==> src/design/cldw_pkg.sv <==
package cldw_pkg;

  // ****************************************************************
  // Register map
  // ****************************************************************
  localparam logic [7:0] ADDR_WAKE_EN     = 8'h01;
  localparam logic [7:0] ADDR_ACT_STATUS  = 8'h1C;
  localparam logic [7:0] ADDR_LOAD_CTRL   = 8'h20;
  localparam logic [7:0] ADDR_DET_FLAGS   = 8'h27;
  localparam logic [7:0] ADDR_REG_TRIM    = 8'h56;

  // ****************************************************************
  // Field positions
  // ****************************************************************
  localparam int BIT_CHG_STB_EN   = 7;
  localparam int BIT_LOAD_STB_EN  = 8;
  localparam int BIT_CHG_SLP_EN   = 9;
  localparam int BIT_LOAD_SLP_EN  = 10;
  localparam int BIT_ACTIVE       = 0;
  localparam int BIT_SHORT_SEL    = 0;
  localparam int BIT_LOAD_PWR_ON  = 3;
  localparam int BIT_CHG_LOW_F    = 8;
  localparam int BIT_CHG_HIGH_F   = 9;
  localparam int BIT_LOAD_LOW_F   = 10;
  localparam int BIT_LOAD_HIGH_F  = 11;
  localparam int BIT_CHG_LIVE     = 14;
  localparam int BIT_LOAD_LIVE    = 15;
  localparam int COMP_LSB         = 1;
  localparam int COMP_MSB         = 3;

  // ****************************************************************
  // Reset values
  // ****************************************************************
  localparam logic [15:0] RST_WAKE_EN   = 16'h0000;
  localparam logic [15:0] RST_LOAD_CTRL = 16'h0000;
  localparam logic [2:0]  RST_COMP_CODE = 3'h0;
  localparam logic [2:0]  COMP_ALIAS    = 3'h7;

  // ****************************************************************
  // Timing
  // ****************************************************************
  localparam int CLK_PERIOD_NS   = 10;
  localparam int STARTUP_MS      = 5;
  localparam int WAKE_MS         = 2;
  localparam int LOAD_QUAL_US    = 20;
  localparam int STARTUP_CYCLES  = STARTUP_MS * 1000000 / CLK_PERIOD_NS;
  localparam int WAKE_CYCLES     = WAKE_MS * 1000000 / CLK_PERIOD_NS;
  localparam int LOAD_CYCLES     = LOAD_QUAL_US * 1000 / CLK_PERIOD_NS;
  localparam int CNT_W           = 20;

  // ****************************************************************
  // Types
  // ****************************************************************
  typedef enum logic [1:0] {
    CLDW_SHUTDOWN = 2'b00,
    CLDW_ACTIVE   = 2'b01,
    CLDW_STANDBY  = 2'b10,
    CLDW_SLEEP    = 2'b11
  } cldw_state_t;

  typedef struct packed {
    logic       wr;
    logic       rd;
    logic [7:0] addr;
    logic [15:0] wdata;
  } cldw_req_t;

  typedef struct packed {
    logic charger_high;
    logic charger_low;
    logic load_low;
    logic load_high;
  } cldw_events_t;

endpackage

==> src/design/cldw_sync.sv <==
`timescale 1ns/10ps
module cldw_sync (
  // Clock and reset
  input  wire logic clk,
  input  wire logic reset_n,
  // Data
  input  wire logic async_in,
  output logic      sync_out
);

  logic meta;

  always_ff @(posedge clk) begin
    if (!reset_n) begin
      meta     <= 1'b0;
      sync_out <= 1'b0;
    end else begin
      meta     <= async_in;
      sync_out <= meta;
    end
  end

endmodule

==> src/design/cldw_qual.sv <==
`timescale 1ns/10ps
module cldw_qual (
  // Clock and reset
  input  wire logic                        clk,
  input  wire logic                        reset_n,
  // Qualification
  input  wire logic                        level_in,
  input  wire logic [cldw_pkg::CNT_W-1:0]  target,
  output logic                             qualified
);

  logic [cldw_pkg::CNT_W-1:0] count;

  // Restart on any drop before the width elapses
  always_ff @(posedge clk) begin
    if (!reset_n) begin
      count     <= '0;
      qualified <= 1'b0;
    end else if (!level_in) begin
      count     <= '0;
      qualified <= 1'b0;
    end else if (count + 1'b1 >= target) begin
      qualified <= 1'b1;
    end else begin
      // A raised target drops the flag until the longer width is met
      count     <= count + 1'b1;
      qualified <= 1'b0;
    end
  end

endmodule

==> src/design/cldw_top.sv <==
`timescale 1ns/10ps
// Overview of operation
// - Shutdown to Active needs charger sense high continuously for 5 ms.
// - Register 0x1C bit 0 reads one once startup reaches Active.
// - Charger sense high 2 ms wakes Sleep or Standby when enabled.
// - Register 0x01 bit 7 enables Standby, bit 9 Sleep charger wake.
// - Charger rising above upper threshold is plug-in event, interrupt.
// - Charger falling below low threshold is plug-out event, interrupt.
// - 0x27 bit 14 live charger, bits 9 and 8 latched high/low.
// - Short-current load pull-down with FETs off reports heavy load.
// - 0x27 bit 15 live load, bits 11 and 10 latched low/high.
// - Register 0x01 bit 8 enables Standby, bit 10 Sleep load wake.
// - Normal-current load pull-down with FETs off flags load detected.
// - Load sense rising above release level flags load released.
// - Compensation code lives in 0x56 bits 3:1, reset 000.
// - Code 111 applies the same compensation as code 000.
// - 0x20 bit 0 selects normal or larger short-detect current.
module cldw_top (
  // Clock and reset
  input  wire logic                  clk,
  input  wire logic                  reset_n,
  // Comparators
  input  wire logic                  charger_sense_high,
  input  wire logic                  charger_sense_low,
  input  wire logic                  load_sense_low,
  input  wire logic                  load_sense_high,
  input  wire logic                  fets_off,
  // Power management
  input  wire logic                  sleep_req,
  input  wire logic                  standby_req,
  input  wire logic                  shutdown_req,
  // Register port
  input  wire cldw_pkg::cldw_req_t   reg_req,
  output logic [15:0]                reg_rdata,
  // Outputs
  output logic                       active_state_bit,
  output logic                       interrupt_output_pin,
  output logic                       load_detect_power_on,
  output logic                       short_detect_current_sel,
  output logic [2:0]                 supply_comp_code,
  output logic [1:0]                 power_state
);

  // ****************************************************************
  // Input synchronisers
  // ****************************************************************
  logic [3:0] raw_in;
  logic [3:0] syn_in;
  logic       fets_off_s;
  logic       chg_hi_s;
  logic       chg_lo_s;
  logic       ld_lo_s;
  logic       ld_hi_s;

  assign raw_in = {charger_sense_high, charger_sense_low,
                   load_sense_low, load_sense_high};

  genvar gi;
  generate
    for (gi = 0; gi < 4; gi++) begin : g_sync
      cldw_sync u_sync (
        .clk      (clk),
        .reset_n  (reset_n),
        .async_in (raw_in[gi]),
        .sync_out (syn_in[gi])
      );
    end
  endgenerate

  cldw_sync u_sync_fet (
    .clk      (clk),
    .reset_n  (reset_n),
    .async_in (fets_off),
    .sync_out (fets_off_s)
  );

  assign chg_hi_s = syn_in[3];
  assign chg_lo_s = syn_in[2];
  assign ld_lo_s  = syn_in[1];
  assign ld_hi_s  = syn_in[0];

  // ****************************************************************
  // Pulse-width qualification
  // ****************************************************************
  localparam logic [cldw_pkg::CNT_W-1:0] START_T =
    cldw_pkg::CNT_W'(cldw_pkg::STARTUP_CYCLES);
  localparam logic [cldw_pkg::CNT_W-1:0] WAKE_T =
    cldw_pkg::CNT_W'(cldw_pkg::WAKE_CYCLES);
  localparam logic [cldw_pkg::CNT_W-1:0] LOAD_T =
    cldw_pkg::CNT_W'(cldw_pkg::LOAD_CYCLES);

  cldw_pkg::cldw_state_t state;
  cldw_pkg::cldw_state_t next_state;
  logic                  chg_q;
  logic                  chg_lo_q;
  logic                  ld_lo_q;
  logic                  ld_hi_q;
  logic                  ld_armed;
  logic [cldw_pkg::CNT_W-1:0] chg_target;

  // Shutdown needs the longer startup width, re-armed on entry
  assign chg_target = (next_state == cldw_pkg::CLDW_SHUTDOWN) ? START_T
                                                              : WAKE_T;

  cldw_qual u_q_chg (
    .clk       (clk),
    .reset_n   (reset_n),
    .level_in  (chg_hi_s),
    .target    (chg_target),
    .qualified (chg_q)
  );

  cldw_qual u_q_chg_lo (
    .clk       (clk),
    .reset_n   (reset_n),
    .level_in  (chg_lo_s),
    .target    (LOAD_T),
    .qualified (chg_lo_q)
  );

  cldw_qual u_q_ld_lo (
    .clk       (clk),
    .reset_n   (reset_n),
    .level_in  (ld_lo_s && ld_armed),
    .target    (LOAD_T),
    .qualified (ld_lo_q)
  );

  cldw_qual u_q_ld_hi (
    .clk       (clk),
    .reset_n   (reset_n),
    .level_in  (ld_hi_s && ld_armed),
    .target    (LOAD_T),
    .qualified (ld_hi_q)
  );

  // ****************************************************************
  // Registers
  // ****************************************************************
  logic [15:0] wake_en;
  logic [15:0] load_ctrl;
  logic [15:0] trim;
  logic        wr_wake;
  logic        wr_load;
  logic        wr_trim;
  logic        wr_flags;

  assign wr_wake  = reg_req.wr && reg_req.addr == cldw_pkg::ADDR_WAKE_EN;
  assign wr_load  = reg_req.wr && reg_req.addr == cldw_pkg::ADDR_LOAD_CTRL;
  assign wr_trim  = reg_req.wr && reg_req.addr == cldw_pkg::ADDR_REG_TRIM;
  assign wr_flags = reg_req.wr && reg_req.addr == cldw_pkg::ADDR_DET_FLAGS;

  always_ff @(posedge clk) begin
    if (!reset_n) begin
      wake_en <= cldw_pkg::RST_WAKE_EN;
    end else if (wr_wake) begin
      wake_en <= reg_req.wdata;
    end
  end

  always_ff @(posedge clk) begin
    if (!reset_n) begin
      load_ctrl <= cldw_pkg::RST_LOAD_CTRL;
    end else if (wr_load) begin
      // Power-on accepted only when Active with FETs off
      load_ctrl[cldw_pkg::BIT_SHORT_SEL] <=
        reg_req.wdata[cldw_pkg::BIT_SHORT_SEL];
      if (state == cldw_pkg::CLDW_ACTIVE && fets_off_s) begin
        load_ctrl[cldw_pkg::BIT_LOAD_PWR_ON] <=
          reg_req.wdata[cldw_pkg::BIT_LOAD_PWR_ON];
      end
    end
  end

  always_ff @(posedge clk) begin
    if (!reset_n) begin
      trim <= '0;
    end else if (wr_trim) begin
      trim <= reg_req.wdata;
    end
  end

  // Load comparators only trusted with the function powered, FETs off
  assign ld_armed = load_ctrl[cldw_pkg::BIT_LOAD_PWR_ON] && fets_off_s;

  // ****************************************************************
  // Power state machine
  // ****************************************************************
  logic chg_wake;
  logic ld_wake;

  assign chg_wake = chg_q &&
    ((state == cldw_pkg::CLDW_STANDBY &&
      wake_en[cldw_pkg::BIT_CHG_STB_EN]) ||
     (state == cldw_pkg::CLDW_SLEEP &&
      wake_en[cldw_pkg::BIT_CHG_SLP_EN]));
  assign ld_wake = ld_lo_q &&
    ((state == cldw_pkg::CLDW_STANDBY &&
      wake_en[cldw_pkg::BIT_LOAD_STB_EN]) ||
     (state == cldw_pkg::CLDW_SLEEP &&
      wake_en[cldw_pkg::BIT_LOAD_SLP_EN]));

  always_comb begin
    next_state = state;
    unique case (state)
      cldw_pkg::CLDW_SHUTDOWN: begin
        if (chg_q) begin
          next_state = cldw_pkg::CLDW_ACTIVE;
        end
      end
      cldw_pkg::CLDW_ACTIVE: begin
        if (shutdown_req) begin
          next_state = cldw_pkg::CLDW_SHUTDOWN;
        end else if (sleep_req) begin
          next_state = cldw_pkg::CLDW_SLEEP;
        end else if (standby_req) begin
          next_state = cldw_pkg::CLDW_STANDBY;
        end
      end
      cldw_pkg::CLDW_STANDBY,
      cldw_pkg::CLDW_SLEEP: begin
        if (chg_wake || ld_wake) begin
          next_state = cldw_pkg::CLDW_ACTIVE;
        end
      end
    endcase
  end

  always_ff @(posedge clk) begin
    if (!reset_n) begin
      state <= cldw_pkg::CLDW_SHUTDOWN;
    end else begin
      state <= next_state;
    end
  end

  // ****************************************************************
  // Detect flags
  // ****************************************************************
  logic                   chg_live;
  logic                   ld_live;
  logic                   chg_q_d;
  logic                   chg_lo_q_d;
  logic                   ld_lo_q_d;
  logic                   ld_hi_q_d;
  cldw_pkg::cldw_events_t ev;
  cldw_pkg::cldw_events_t latched;
  cldw_pkg::cldw_events_t clr;

  always_ff @(posedge clk) begin
    if (!reset_n) begin
      chg_q_d    <= 1'b0;
      chg_lo_q_d <= 1'b0;
      ld_lo_q_d  <= 1'b0;
      ld_hi_q_d  <= 1'b0;
    end else begin
      chg_q_d    <= chg_q;
      chg_lo_q_d <= chg_lo_q;
      ld_lo_q_d  <= ld_lo_q;
      ld_hi_q_d  <= ld_hi_q;
    end
  end

  assign ev.charger_high = chg_q && !chg_q_d;
  assign ev.charger_low  = chg_lo_q && !chg_lo_q_d;
  assign ev.load_low     = ld_lo_q && !ld_lo_q_d;
  assign ev.load_high    = ld_hi_q && !ld_hi_q_d;

  // Write one to clear
  assign clr.charger_high = wr_flags &&
    reg_req.wdata[cldw_pkg::BIT_CHG_HIGH_F];
  assign clr.charger_low  = wr_flags &&
    reg_req.wdata[cldw_pkg::BIT_CHG_LOW_F];
  assign clr.load_low     = wr_flags &&
    reg_req.wdata[cldw_pkg::BIT_LOAD_HIGH_F];
  assign clr.load_high    = wr_flags &&
    reg_req.wdata[cldw_pkg::BIT_LOAD_LOW_F];

  // Set wins over clear
  always_ff @(posedge clk) begin
    if (!reset_n) begin
      latched <= '0;
    end else begin
      latched <= ev | (latched & ~clr);
    end
  end

  // Live status follows the last qualified edge; load live also clears while disarmed
  always_ff @(posedge clk) begin
    if (!reset_n) begin
      chg_live <= 1'b0;
      ld_live  <= 1'b0;
    end else begin
      if (ev.charger_high) begin
        chg_live <= 1'b1;
      end else if (ev.charger_low) begin
        chg_live <= 1'b0;
      end
      if (!ld_armed || ev.load_high) begin
        ld_live <= 1'b0;
      end else if (ev.load_low) begin
        ld_live <= 1'b1;
      end
    end
  end

  // ****************************************************************
  // Outputs and read data
  // ****************************************************************
  logic [15:0] flags_word;
  logic [2:0]  code;

  assign code = trim[cldw_pkg::COMP_MSB:cldw_pkg::COMP_LSB];

  always_comb begin
    flags_word = '0;
    flags_word[cldw_pkg::BIT_CHG_LIVE]    = chg_live;
    flags_word[cldw_pkg::BIT_LOAD_LIVE]   = ld_live;
    flags_word[cldw_pkg::BIT_CHG_HIGH_F]  = latched.charger_high;
    flags_word[cldw_pkg::BIT_CHG_LOW_F]   = latched.charger_low;
    flags_word[cldw_pkg::BIT_LOAD_HIGH_F] = latched.load_low;
    flags_word[cldw_pkg::BIT_LOAD_LOW_F]  = latched.load_high;
  end

  always_ff @(posedge clk) begin
    if (!reset_n) begin
      reg_rdata <= '0;
    end else if (reg_req.rd) begin
      unique case (reg_req.addr)
        cldw_pkg::ADDR_WAKE_EN:    reg_rdata <= wake_en;
        cldw_pkg::ADDR_ACT_STATUS: reg_rdata <=
          {15'h0000, state == cldw_pkg::CLDW_ACTIVE};
        cldw_pkg::ADDR_LOAD_CTRL:  reg_rdata <= load_ctrl;
        cldw_pkg::ADDR_DET_FLAGS:  reg_rdata <= flags_word;
        cldw_pkg::ADDR_REG_TRIM:   reg_rdata <= trim;
        default:                   reg_rdata <= '0;
      endcase
    end
  end

  always_ff @(posedge clk) begin
    if (!reset_n) begin
      active_state_bit         <= 1'b0;
      interrupt_output_pin     <= 1'b0;
      load_detect_power_on     <= 1'b0;
      short_detect_current_sel <= 1'b0;
      supply_comp_code         <= cldw_pkg::RST_COMP_CODE;
      power_state              <= 2'b00;
    end else begin
      active_state_bit <= (next_state == cldw_pkg::CLDW_ACTIVE);
      interrupt_output_pin <= |latched;
      load_detect_power_on <= load_ctrl[cldw_pkg::BIT_LOAD_PWR_ON];
      short_detect_current_sel <=
        load_ctrl[cldw_pkg::BIT_SHORT_SEL];
      supply_comp_code <= (code == cldw_pkg::COMP_ALIAS) ?
        cldw_pkg::RST_COMP_CODE : code;
      power_state <= next_state;
    end
  end

endmodule

==> config.mk <==
export PLATFORM = sky130hd
export DESIGN_NAME = cldw_top
export DESIGN_NICKNAME = d
export VERILOG_FILES = /design/src/design/cldw_pkg.sv /design/src/design/cldw_sync.sv /design/src/design/cldw_qual.sv /design/src/design/cldw_top.sv
export SDC_FILE = /design/constraint.sdc
export NUM_CORES = 1
export LEC_CHECK = 0
export BUFFER_PORTS_ARGS = -buffer_cell sky130_fd_sc_hd__buf_2
export CAP_MARGIN = 10
export CORE_ASPECT_RATIO = 0.7
export CORE_UTILIZATION = 55
export CTS_BUF_LIST = sky130_fd_sc_hd__clkbuf_16
export CTS_CLUSTER_DIAMETER = 40
export DETAILED_ROUTE_END_ITERATION = 8
export PLACE_DENSITY = 0.86
export RECOVER_POWER = 50
export SYNTH_ARGS = -nofsm -noshare
export SYNTH_HDL_FRONTEND = slang
export SYNTH_SLANG_ARGS = --single-unit
export TNS_END_PERCENT = 10
==> constraint.sdc <==
create_clock -name clk -period 4.22 [get_ports clk]
set_clock_uncertainty 0.1 [all_clocks]
set_input_delay 0.633 -clock clk [delete_from_list [all_inputs] [get_ports clk]]
set_output_delay 0.633 -clock clk [all_outputs]
set_load 0.02 [all_outputs]
Yosys cells after proc, flatten, opt, wreduce, memory -nomap -nowiden --
Index checks and enable logic that the tools add are counted. W data, S select, Z words.
Operators by class: add/subtract/negate cells 4, $mul 0, div/mod/pow operators 0, order comparisons 4, equality and inequality tests 10, shift-type cells 0, muxes and demuxes 14, bitwise operators 4, reduce and logical (&&, ||, !) cells 43
Operators with widths (count):
- $add A20 B1 Y20 const B | 4
- $pmux W16 S5 | 1
- $ge A20 B11 Y1 const B | 3
- $logic_and A1 B1 Y1 | 22
- $ge A20 B19 Y1 | 1
- $mux W19 | 1
- $eq A8 B6 Y1 const B | 2
- $mux W2 | 5
- $reduce_and A2 Y1 | 5
- $eq A8 B1 Y1 const B | 1
- $eq A8 B5 Y1 const B | 1
- $eq A8 B7 Y1 const B | 1
- $mux W1 | 6
- $pmux W2 S3 | 1
- $reduce_or A2 Y1 | 3
- $logic_not A1 Y1 | 5
- $and A4 B4 Y4 | 1
- $eq A2 B1 Y1 const B | 2
- $eq A2 B2 Y1 const B | 2
- $logic_not A2 Y1 | 2
- $logic_or A1 B1 Y1 | 4
- $not A4 Y4 | 1
- $or A4 B4 Y4 | 1
- $reduce_or A4 Y1 | 1
- other kinds (3) | 3
Storage, ports and cells: flip-flop bits (word level) 163, bits in latches 0, memory bits (writable) 0, bits in read-only memories 0, input port bits 36, memories kept 0

Logic depth before layout (Yosys ltp) --
Gate-level depths: netlist (run 1).
depth after elaboration 11, depth in mapped cells 15

By module --
From an unflattened synthesis (run 1), not the netlist that was laid out.
Unflattened totals: cells, all modules 1180, area, all modules 9869.5 µm²
By module, submodules not included:
- cldw_qual | times used 4, cells each 210, area each 1655.3 µm², sequential area each 420.4 µm²
- cldw_top | times used 1, cells each 320, area each 2985.4 µm², sequential area each 1381.3 µm²
- cldw_sync | times used 5, cells each 4, area each 52.6 µm², sequential area each 40.0 µm²

Worst setup path after synthesis (run 1) --
OpenSTA, ideal clock, no wires.
kind reg-to-reg, start register u_q_chg.count[0] (netlist name), end register u_q_chg.count[15] (netlist name), library setup time 0.070 ns, data arrival time 3.211 ns, path slack 0.839 ns, stages on the path, launching flop included 13, path buffers 1, period minus slack after synthesis 3.381 ns, path through dfxtp_1 ha_1 nand4_2 nor4b_4 nand2_1 xnor2_1 ha_1 and3_1 a32o_1 o211a_4 buf_6 or4_1 a21oi_1
Between the ends: cells in the longest elaborated chain, start to end 2
RTL lines:
- start, declared | line cldw_qual.sv:12 | logic [cldw_pkg::CNT_W-1:0] count;
- start signal, assigned | line cldw_qual.sv:26 | count <= count + 1'b1;
- $add A20 B1 Y20 (*) | line cldw_qual.sv:22, cldw_qual.sv:26
- $ge A20 B19 Y1 | line cldw_qual.sv:22 | end else if (count + 1'b1 >= target) begin
Every way passes the cells marked *; elsewhere a longest branch is shown, timed or not. A chain may end at the register's enable or synchronous reset.

Final worst setup path (run 1) --
start register u_q_chg.count[0] (netlist name), end register u_q_chg.count[19] (netlist name)
Same word-level chain as after synthesis.

==> impl_metrics.csv, run 1 <==
group,metric,value,unit
logic_synthesis,synthTopCellsByArea,"dfxtp_1 (42%), nand2_1 (6.1%), a21oi_1 (5.1%), and2_1 (3.9%), nor2_1 (3.3%)",
worst_setup_path,crit_type,"reg -> reg",
grt,grt_overflow,0,
logic_synthesis,synth_fp_nets,971,
sta,setup_viol,0,
logic_synthesis,yosysUniqueCellTypes,78,
sta,fmax,0.260,GHz
route,num_vias,7024,
sta,rsz0062_at_grt,"no",
sta,setup_ws,0.376,ns
sta,fin_tns_setup,0,ns
logic_synthesis,yosys.area.top_type,"dfxtp_1",
sta,period_minus_slack,3.84,ns
sta,slew_headroom,-0.181,
clocking,post_cts_buffers,0,
clocking,cts_sinks,163,
sta,whs,0.303,ns
floorplanning,start_util,0.578,
logic_synthesis,synth_flop_cell,"dfxtp_1",
grt,antenna_found_initial,0,
clocking,cts_tree,"done",
sta,slew_viol_final,17,
power,p_leak,3.07,nW
final_layout,drive_gt1_frac,0.0925,
final_layout,fin_nets,1009,
worst_setup_path,start_kind,"register",
route,routed_via_density,6.07,
outcome,failed_checks,"max-capacitance violations, max-slew violations",
grt,grt_first_pass_wirelength,29.7,mm
grt,grt_use_total,0.254,
logic_synthesis,ys_ff_latch,163,
outcome,outcome,"finished with violations",
placed_design,place_hpwl,11.8,mm
grt,grt_max_degree,47,
sta,hold_viol_final,0,
floorplanning,die_area,14700,um^2
power,peakVddDrop,0.000299,V
placed_design,port_buffers,60,
clocking,cts-root-buf,"clkbuf_16",
route,drtIter0Drc,517,
logic_synthesis,synth_area_per_cell,8.45,um^2
worst_setup_path,crit_start,"u_q_chg.count[0]$_SDFFE_PN0N_",
logic_synthesis,netlist_area,7790,um^2
clocking,cts_resized,0,
floorplanning,fp.dieW,144,um
power,finalPower,3.17,mW
logic_synthesis,ys_seq_area_frac,0.419,
route,detail_route.wl_per_cell,15.4,um
floorplanning,boundaryPins,61,
hold_path,hp-class,"in -> reg",
floorplanning,design.core.area,13500,um^2
placed_design,place_ws,0.489,ns
worst_setup_path,endpoint,"u_q_chg.count[19]$_SDFFE_PN0N_",
route,drtAntennaViolNets,0,
final_layout,antenna_cells,0,
sta,fin_crit_sh,0.911,
worst_setup_path,reg2reg_depth,11,
job,cap_violations,1,
worst_setup_path,reg2reg_slack,0.38,ns
worst_setup_path,crit_fanout,27,
floorplanning,fp-row-count,35,
final_layout,syn_to_final_growth,12.1,%
clocking,clock_latency,0.44,ns
worst_setup_path,cp_data_required_time,4.44,ns
route,post-route-drc-count,0,
clocking,clk_pin_slew_worst_paths,0.07,ns
clocking,cts_buffers,17,
logic_synthesis,ys_warn_count,0,
final_layout,fin_util,0.647,
floorplanning,fp.dieH,102,um
logic_synthesis,yosysTopAreaCellShare,0.419,
worst_setup_path,r2r_end,"u_q_chg.count[19]$_SDFFE_PN0N_",
placed_design,gp_congestion,0.888,
grt,grt_pass1_vias,6316,
worst_setup_path,r2r-start,"u_q_chg.count[0]$_SDFFE_PN0N_",
logic_synthesis,async_flop_share,0,
clocking,hold_buffers,0,
clocking,cts_buffer_depth,2,
power,powerDensity,363,nW/um^2
route,drt-total-wl,17.9,mm
clocking,cts_max_level,4,
sta,worst_pin_slew,1.75,ns
logic_synthesis,synth-edff-count,0,
logic_synthesis,syn_inst,922,
worst_setup_path,end_kind,"register",
worst_setup_path,arrival,4.07,ns
route,firstDrtPassIters,6,
-- synthesized netlist by cell type, drive strengths merged (3+ instances only) --
cell type,count
nand2b,11
ha,13
nor3b,5
o21ai,24
a21boi,9
nor2b,5
buf,12
or2,4
a21oi,80
inv,18
nor2,68
and4,8
dfxtp,163
nor4,14
o31ai,17
a22oi,13
o211ai,9
nand4,15
a31oi,6
nor3,15
o21a,3
clkbuf,32
a222oi,7
a21o,3
a31o,4
xor2,8
mux2i,10
nand2,129
nor4b,3
or4,22
o22ai,3
nand3,45
or3,10
and3,25
xnor2,25
and2,52
-- critical path: stages, from the launching register on --
cell and delay [ns]:
dfxtp_1 0.47, ha_1 0.32, nand4_2 0.24, nor4b_4 0.34, nand2_1 0.14, xnor2_1 0.15
ha_1 0.31, and3_1 0.19, a32oi_1 0.09, o21ai_2 0.81, nor2_1 0.28, nor3b_1 0.29
-- per-layer routing --
layer  track usage  up-vias  wire, um
met5             0        -         0
met4        0.0964        0       302
met3        0.0511       33      1130
met2         0.388      243      8060
met1         0.354     3322      8390
li1              -     3426         -
-- sequential cells by signal, indices dropped and copies added, names as in the netlist, 2 cells and up --
signal	count
u_q_chg.count	20
wake_en	16
flags_word	4
u_q_ld_hi.count	20
load_ctrl	2
reg_rdata	16
power_state	2
g_sync.u_sync.meta	4
g_sync.u_sync.sync_out	4
u_q_chg_lo.count	20
supply_comp_code	3
trim	16
u_q_ld_lo.count	20
-- final cells by class --
class	instances	area (um^2)
Fill cell	1102	4760
Clock buffer	17	425
Inverter	18	67.6
Timing Repair Buffer	63	282
Clock inverter	15	204
Multi-Input combinational cell	697	4260
Tap cell	185	231
Sequential cell	163	3260
-- cells by family (layout without fill, tap and decap cells) --
group,count (synthesis),after routing,synth area share
fa+ha+maj,14,14,0.0222
flops,163,163,0.419
mux,12,12,0.0157
xor+xnor,33,33,0.0371
simple gates,435,435,0.297
compound gates,203,203,0.175
buf+inv,62,113,0.0337
-- metrics by stage --
stage	instance area, um^2	cells
floorplan	7790	922
finish	8730	1158
global placement	8150	1126
CTS	8780	1158
detailed placement	8150	1126
global route	8730	1158
-- where the power goes --
part	internal, mW	leakage, nW	switching (mW)
clock network	0.814	0.301	0.758
registers	1.54	1.31	0.00274
logic	0.0188	1.45	0.0349
-- layout by cell type, fill, tap and decap left out, types with 9 or more instances in the layout --
| cell type | instances |
|---|---|
| nor3_1 | 15 |
| or4_1 | 22 |
| inv_1 | 18 |
| clkbuf_16 | 17 |
| nand3_1 | 42 |
| dfxtp_1 | 163 |
| o21ai_0 | 19 |
| nand2_1 | 127 |
| and2_0 | 14 |
| mux2i_1 | 10 |
| nand2b_1 | 11 |
| and2_1 | 38 |
| a21oi_1 | 80 |
| buf_2 | 32 |
| and3_1 | 25 |
| a21boi_0 | 9 |
| nand4_1 | 13 |
| o211ai_1 | 9 |
| a22oi_1 | 13 |
| xnor2_1 | 25 |
| clkbuf_1 | 29 |
| o31ai_1 | 17 |
| nor4_1 | 11 |
| or3_1 | 10 |
| ha_1 | 13 |
| nor2_1 | 68 |
-- how the worst min path moves through the flow --
stage / startpoint / to / slack (ns) / cells past startpoint
2_1_floorplan: g_sync[0].u_sync.meta$_SDFF_PN0_ / g_sync[0].u_sync.sync_out$_SDFF_PN0_ / 0.31 / 1
3_3_place_gp: g_sync[0].u_sync.meta$_SDFF_PN0_ / g_sync[0].u_sync.sync_out$_SDFF_PN0_ / 0.32 / 1
3_5_place_dp: g_sync[3].u_sync.meta$_SDFF_PN0_ / g_sync[3].u_sync.sync_out$_SDFF_PN0_ / 0.33 / 1
4_1_cts: charger_sense_low / g_sync[2].u_sync.meta$_SDFF_PN0_ / 0.30 / 2
5_1_grt: charger_sense_low / g_sync[2].u_sync.meta$_SDFF_PN0_ / 0.30 / 2
6_report: charger_sense_low / g_sync[2].u_sync.meta$_SDFF_PN0_ / 0.30 / 2
(Power assumes the default switching activity.)
==> inputs of run 2 (changes only) <==
--- a/config.mk
+++ b/config.mk
@@ -8,6 +8,7 @@
 export BUFFER_PORTS_ARGS = -buffer_cell sky130_fd_sc_hd__buf_2
 export CAP_MARGIN = 10
 export CORE_ASPECT_RATIO = 0.7
+export CORE_MARGIN = 10
 export CORE_UTILIZATION = 55
 export CTS_BUF_LIST = sky130_fd_sc_hd__clkbuf_16
 export CTS_CLUSTER_DIAMETER = 40
==> run 2 against run 1 <==
  * The run now ends clean
  * Combinational power grew 3%
  * Global-route usage shrank 6.4 points
  * Clock power is essentially flat
  * Sequential cell count is the same
  * Largest power group is now sequential cells
  * Highest routed layer unchanged
  * Non-clock buffer count grew 7
  * Clock-buffer cell count is the same
  * Worst hold slack gained 0.0080 ns
  * Final cell count grew 1.0%
==> impl_metrics.csv, run 2 (synthesized netlist as in run 1, its figures left out) <==
group,metric,value,unit
route,detail_route.wl_per_cell,15.9,um
power,p_leak,3.10,nW
placed_design,gp_congestion,0.897,
hold_path,hp-class,"in -> reg",
power,peakVddDrop,0.000304,V
worst_setup_path,cp_common_cell,"ha_1",
final_layout,fin_util,0.632,
final_layout,drive_gt1_frac,0.100,
sta,slew_viol_final,0,
worst_setup_path,cp_data_required_time,4.47,ns
placed_design,dp.cells,1135,
clocking,cts_buffer_depth,2,
sta,rsz0062_at_grt,"no",
sta,hold_viol_final,0,
sta,slew_headroom,0.0622,
final_layout,syn_to_final_growth,12.6,%
route,drt-total-wl,18.6,mm
clocking,clk_pin_slew_worst_paths,0.08,ns
floorplanning,fp.dieW,162,um
floorplanning,fp.dieH,120,um
outcome,outcome,"finished clean",
final_layout,stdcell_count,1170,
final_layout,fin_nets,1016,
floorplanning,design.core.area,13900,um^2
grt,grt_first_pass_wirelength,31.5,mm
route,drtAntennaViolNets,0,
sta,fmax,0.259,GHz
grt,grt_overflow,0,
final_layout,nFillCells,1156,
clocking,cts-root-buf,"clkbuf_16",
grt,grt_use_total,0.190,
worst_setup_path,crit_type,"reg -> reg",
clocking,post_cts_buffers,0,
worst_setup_path,critical_path.max_stage_delay,0.47,ns
grt,antenna_found_initial,0,
clocking,hold_buffers,0,
clocking,cts_tree,"done",
route,routed_via_density,5.95,
worst_setup_path,start_kind,"register",
job,cap_violations,0,
placed_design,place_hpwl,12.3,mm
floorplanning,die_area,19400,um^2
worst_setup_path,crit_path_top_delay_cell,"dfxtp_1",
worst_setup_path,arrival,4.10,ns
clocking,cts_buffers,17,
sta,fin_tns_setup,0,ns
final_layout,antenna_cells,0,
route,num_vias,6959,
grt,grt_max_degree,47,
worst_setup_path,crit_start,"u_q_chg.count[0]$_SDFFE_PN0N_",
sta,period_minus_slack,3.85,ns
worst_setup_path,path_cells,"ha_1 > nand4_2 > nor4b_4 > nand2_1 > xnor2_1 > ha_1 > and3_1 > a32oi_1 > o21ai_2 > buf_4 > or4_1 > a21oi_1",
worst_setup_path,end_kind,"register",
route,drtIter0Drc,874,
grt,grt_pass1_vias,6464,
floorplanning,fp-row-count,36,
power,finalPower,3.15,mW
hold_path,hp-start,"load_sense_low",
sta,fin_crit_sh,0.913,
power,powerDensity,359,nW/um^2
clocking,cts_max_level,4,
floorplanning,boundaryPins,61,
sta,worst_pin_slew,1.41,ns
floorplanning,start_util,0.562,
worst_setup_path,r2r-start,"u_q_chg.count[0]$_SDFFE_PN0N_",
final_layout,final_common_cell,"dfxtp_1",
route,post-route-drc-count,0,
clocking,clock_latency,0.43,ns
clocking,cts_resized,0,
worst_setup_path,crit_fanout,16,
clocking,cts_sinks,163,
final_layout,most-common-layout-cells,"dfxtp_1 (163), nand2_1 (127), a21oi_1 (80)",
route,firstDrtPassIters,5,
placed_design,port_buffers,60,
sta,setup_viol,0,
==> run 2: changes by cell type in the layout (fill, tap and decap cells not counted) <==
| cell | previous run | this run |
|---|---|---|
| and2_0 | 14 | 16 |
| and2_1 | 38 | 36 |
| buf_2 | 32 | 33 |
| buf_4 | 1 | 8 |
| clkbuf_2 | 1 | 0 |
| clkinv_4 | 3 | 2 |
| clkinv_8 | 7 | 5 |
| inv_12 | 2 | 0 |
| inv_6 | 1 | 2 |
| inv_8 | 2 | 6 |
| nor3_1 | 15 | 14 |
| nor3_2 | 0 | 1 |
==> run 2: per-layer routing <==
layer | GRT usage | up-vias | wire (um)
met3 | 0.0417 | 21 | 1190
met1 | 0.258 | 3284 | 8770
li1 | - | 3418 | -
met2 | 0.303 | 236 | 8490
met4 | 0.0414 | 0 | 168
met5 | 0 | - | 0
==> run 2: final timing paths <==
path | slack, ns | cells after the start | to
min | 0.31 | 2 | g_sync[1].u_sync.meta$_SDFF_PN0_
max | 0.37 | 12 | u_q_chg.count[17]$_SDFFE_PN0N_
max reg2reg | 0.37 | 12 | u_q_chg.count[17]$_SDFFE_PN0N_
min reg2reg | 0.34 | 1 | g_sync[3].u_sync.sync_out$_SDFF_PN0_
==> run 2: critical path, delay by kind of cell, from the launching register on <==
kind | cells | cell delay (ns)
compound gates | 3 | 0.63
xor+xnor | 1 | 0.15
fa+ha+maj | 2 | 0.66
buf+inv | 1 | 0.23
flops | 1 | 0.47
simple gates | 5 | 1.51
==> run 2: power breakdown <==
part | total (mW) | internal, mW | switching [mW]
Sequential | 1.55 | 1.54 | 0.00305
Clock | 1.55 | 0.807 | 0.743
Combinational | 0.0555 | 0.0191 | 0.0364
==> run 2: cell type report <==
type / count / area (um^2) / share of cell area
Tap cell: 190 / 238 / 0.0271
Clock inverter: 15 / 184 / 0.0210
Clock buffer: 17 / 425 / 0.0485
Multi-Input combinational cell: 697 / 4260 / 0.486
Timing Repair Buffer: 70 / 334 / 0.0381
Inverter: 18 / 67.6 / 0.00770
Sequential cell: 163 / 3260 / 0.372
==> run 2: stage by stage <==
stage,hold WS (ns),instance area (um^2),setup WS [ns]
after global placement,0.315,8190,0.484
final,0.311,8770,0.366
after CTS,0.304,8800,0.264
after detailed placement,0.319,8190,0.346
after floorplan,0.312,7790,0.839
after global routing,0.320,8770,0.0816
==> inputs of run 3 (changes only) <==
--- a/config.mk
+++ b/config.mk
@@ -9,11 +9,11 @@
 export CAP_MARGIN = 10
 export CORE_ASPECT_RATIO = 0.7
 export CORE_MARGIN = 10
-export CORE_UTILIZATION = 55
+export CORE_UTILIZATION = 54
 export CTS_BUF_LIST = sky130_fd_sc_hd__clkbuf_16
 export CTS_CLUSTER_DIAMETER = 40
 export DETAILED_ROUTE_END_ITERATION = 8
-export PLACE_DENSITY = 0.86
+export PLACE_DENSITY = 0.88
 export RECOVER_POWER = 50
 export SYNTH_ARGS = -nofsm -noshare
 export SYNTH_HDL_FRONTEND = slang
==> constraint.sdc (replaced) <==
create_clock -name clk -period 3.15 [get_ports clk]
set_clock_uncertainty 0.1 [all_clocks]
set_input_delay 0.4725 -clock clk [delete_from_list [all_inputs] [get_ports clk]]
set_output_delay 0.4725 -clock clk [all_outputs]
set_load 0.02 [all_outputs]
==> run 3 against run 2 <==
  * Clock-buffer cell count unchanged
  * Fmax up 23%
  * Power up 36%
  * Sequential share of layout area down 2.6 points
  * Non-clock buffer count up 59
  * Clock power up 38%
  * First-iteration DRC count up 23%
  * Sequential cell count unchanged
  * Largest cell class unchanged
==> impl_metrics.csv, run 3 (synthesized netlist as in run 1, its figures left out) <==
group,metric,value,unit
final_layout,fin_nets,1078,
worst_setup_path,crit_path_top_delay_cell,"or4_1",
route,post-route-drc-count,0,
sta,fmax,0.318,GHz
worst_setup_path,path_cells,"ha_4 > nand4_4 > nor4b_4 > nand2_2 > xnor2_2 > ha_1 > and3_4 > a32o_2 > o211a_4 > or4_1 > a21oi_1",
clocking,cts-root-buf,"clkbuf_16",
clocking,cts_max_level,4,
final_layout,nFillCells,1022,
clocking,clk_pin_slew_worst_paths,0.07,ns
placed_design,place_hpwl,14.3,mm
power,powerDensity,451,nW/um^2
route,drt-total-wl,22.3,mm
clocking,cts_buffers,17,
placed_design,port_buffers,60,
route,detail_route.wl_per_cell,18.1,um
worst_setup_path,end_kind,"register",
route,drtIter0Drc,1072,
final_layout,drive_gt1_frac,0.190,
grt,grt_pass1_vias,6982,
grt,grt_first_pass_wirelength,35.2,mm
route,drtAntennaViolNets,0,
floorplanning,die_area,19700,um^2
power,p_leak,3.51,nW
final_layout,fin_util,0.678,
sta,period_minus_slack,3.14,ns
final_layout,seq_area,3290,um^2
worst_setup_path,crit_fanout,6,
sta,setup_viol,0,
floorplanning,start_util,0.556,
sta,fin_tns_setup,0,ns
clocking,clock_latency,0.44,ns
floorplanning,design.core.area,14000,um^2
worst_setup_path,crit_family,"simple AND/OR/NAND/NOR gates",
route,num_vias,7701,
sta,fin_crit_sh,0.998,
final_layout,multi_input_area,4490,um^2
clocking,cts_tree,"done",
sta,slew_headroom,0.177,
floorplanning,fp.dieH,120,um
final_layout,most-common-layout-cells,"dfxtp_1 (153), nand2_1 (125), a21oi_1 (75)",
worst_setup_path,crit_type,"reg -> reg",
job,cap_violations,0,
clocking,cts_buffer_depth,2,
grt,grt_use_total,0.213,
clocking,cts_sinks,163,
worst_setup_path,start_kind,"register",
worst_setup_path,arrival,3.39,ns
outcome,outcome,"finished clean",
final_layout,syn_to_final_growth,22.0,%
worst_setup_path,cp_num_buf_inv,0,
sta,rsz0062_at_grt,"yes",
route,firstDrtPassIters,6,
sta,slew_viol_final,0,
route,routed_via_density,6.25,
floorplanning,fp.dieW,164,um
sta,worst_pin_slew,1.23,ns
final_layout,final_common_cell,"dfxtp_1",
hold_path,hp-class,"in -> reg",
grt,grt_max_degree,46,
sta,hold_viol_final,0,
worst_setup_path,cp_data_required_time,3.39,ns
floorplanning,fp-row-count,36,
placed_design,gp_congestion,0.935,
power,peakVddDrop,0.000320,V
grt,grt_overflow,0,
floorplanning,boundaryPins,61,
grt,antenna_found_initial,1,
worst_setup_path,critical_path.max_stage_delay,0.49,ns
run 3: changes by cell type in the layout (fill, tap and decap cells not counted), moves of 3 or more:
cell     before  now
a21oi_1      80   75
a21oi_2       0    5
buf_4         8   63
dfxtp_1     163  153
dfxtp_2       0    5
dfxtp_4       0    5
ha_1         13   10
or4_1        22   19
or4_4         0    3
run 3: final cells by class:
type                       instances  share of cell area
clock inverter                    15              0.0212
clock buffer                      17              0.0448
multi-input combinational        700               0.473
sequential                       163               0.346
timing repair buffer             129              0.0830
inverter                          18             0.00711
tap                              190              0.0250
antenna                            1            0.000263
run 3: where the power goes:
group	internal [mW]	total, mW	switching (mW)
Clock	1.09	2.14	1.05
Sequential	2.06	2.07	0.00321
Combinational	0.0269	0.0784	0.0515
Total	3.18	4.29	1.10
run 3: per-stage QoR:
| step | instance area (um^2) | hold slack [ns] | worst slack, ns | total power, mW | instances |
|---|---|---|---|---|---|
| 5_1_grt | 9500 | 0.142 | -0.0740 | 4.39 | 1232 |
| 4_1_cts | 9300 | 0.135 | -0.00211 | 4.29 | 1223 |
| 6_report | 9500 | 0.137 | 0.00690 | 4.29 | 1233 |
| 2_1_floorplan | 7820 | 0.312 | 0.00490 | 2.15 | 922 |
| 3_3_place_gp | 8650 | 0.314 | 0.0442 | 2.19 | 1191 |
| 3_5_place_dp | 8650 | 0.318 | -0.0641 | 2.19 | 1191 |
run 3: final timing paths:
| check | from | endpoint | slack [ns] | cells after the start |
|---|---|---|---|---|
| max | u_q_chg.count[1]$_SDFFE_PN0N_ | u_q_chg.count[18]$_SDFFE_PN0N_ | 0.007 | 11 |
| min | load_sense_high | g_sync[0].u_sync.meta$_SDFF_PN0_ | 0.14 | 2 |
| max reg2reg | u_q_chg.count[1]$_SDFFE_PN0N_ | u_q_chg.count[18]$_SDFFE_PN0N_ | 0.007 | 11 |
| min reg2reg | g_sync[3].u_sync.meta$_SDFF_PN0_ | g_sync[3].u_sync.sync_out$_SDFF_PN0_ | 0.33 | 1 |
run 3: worst register-to-register path, delay by kind of cell, from the launching register on:
kind,cells,cell delay (ns)
and+or+nand+nor,5,1.29
AOI/OAI and AO/OA,3,0.66
adders and majority gates,2,0.49
DFF,1,0.38
xor gates and xnor gates,1,0.15
run 3: layer usage:
metal  track usage  up-vias  wire [um]
li1              -     3551          -
met4        0.0596        0        506
met5             0        -          0
met3        0.0505       66       2150
met1         0.293     3659       9500
met2         0.325      425      10200
run 3: timing repair:
item,4_1_cts,5_1_grt
cloned,0,3
pin swaps,2,21
hold buffers,0,0
setup endpoints to repair,13,26
buffers inserted,0,6
gates resized for setup,5,42
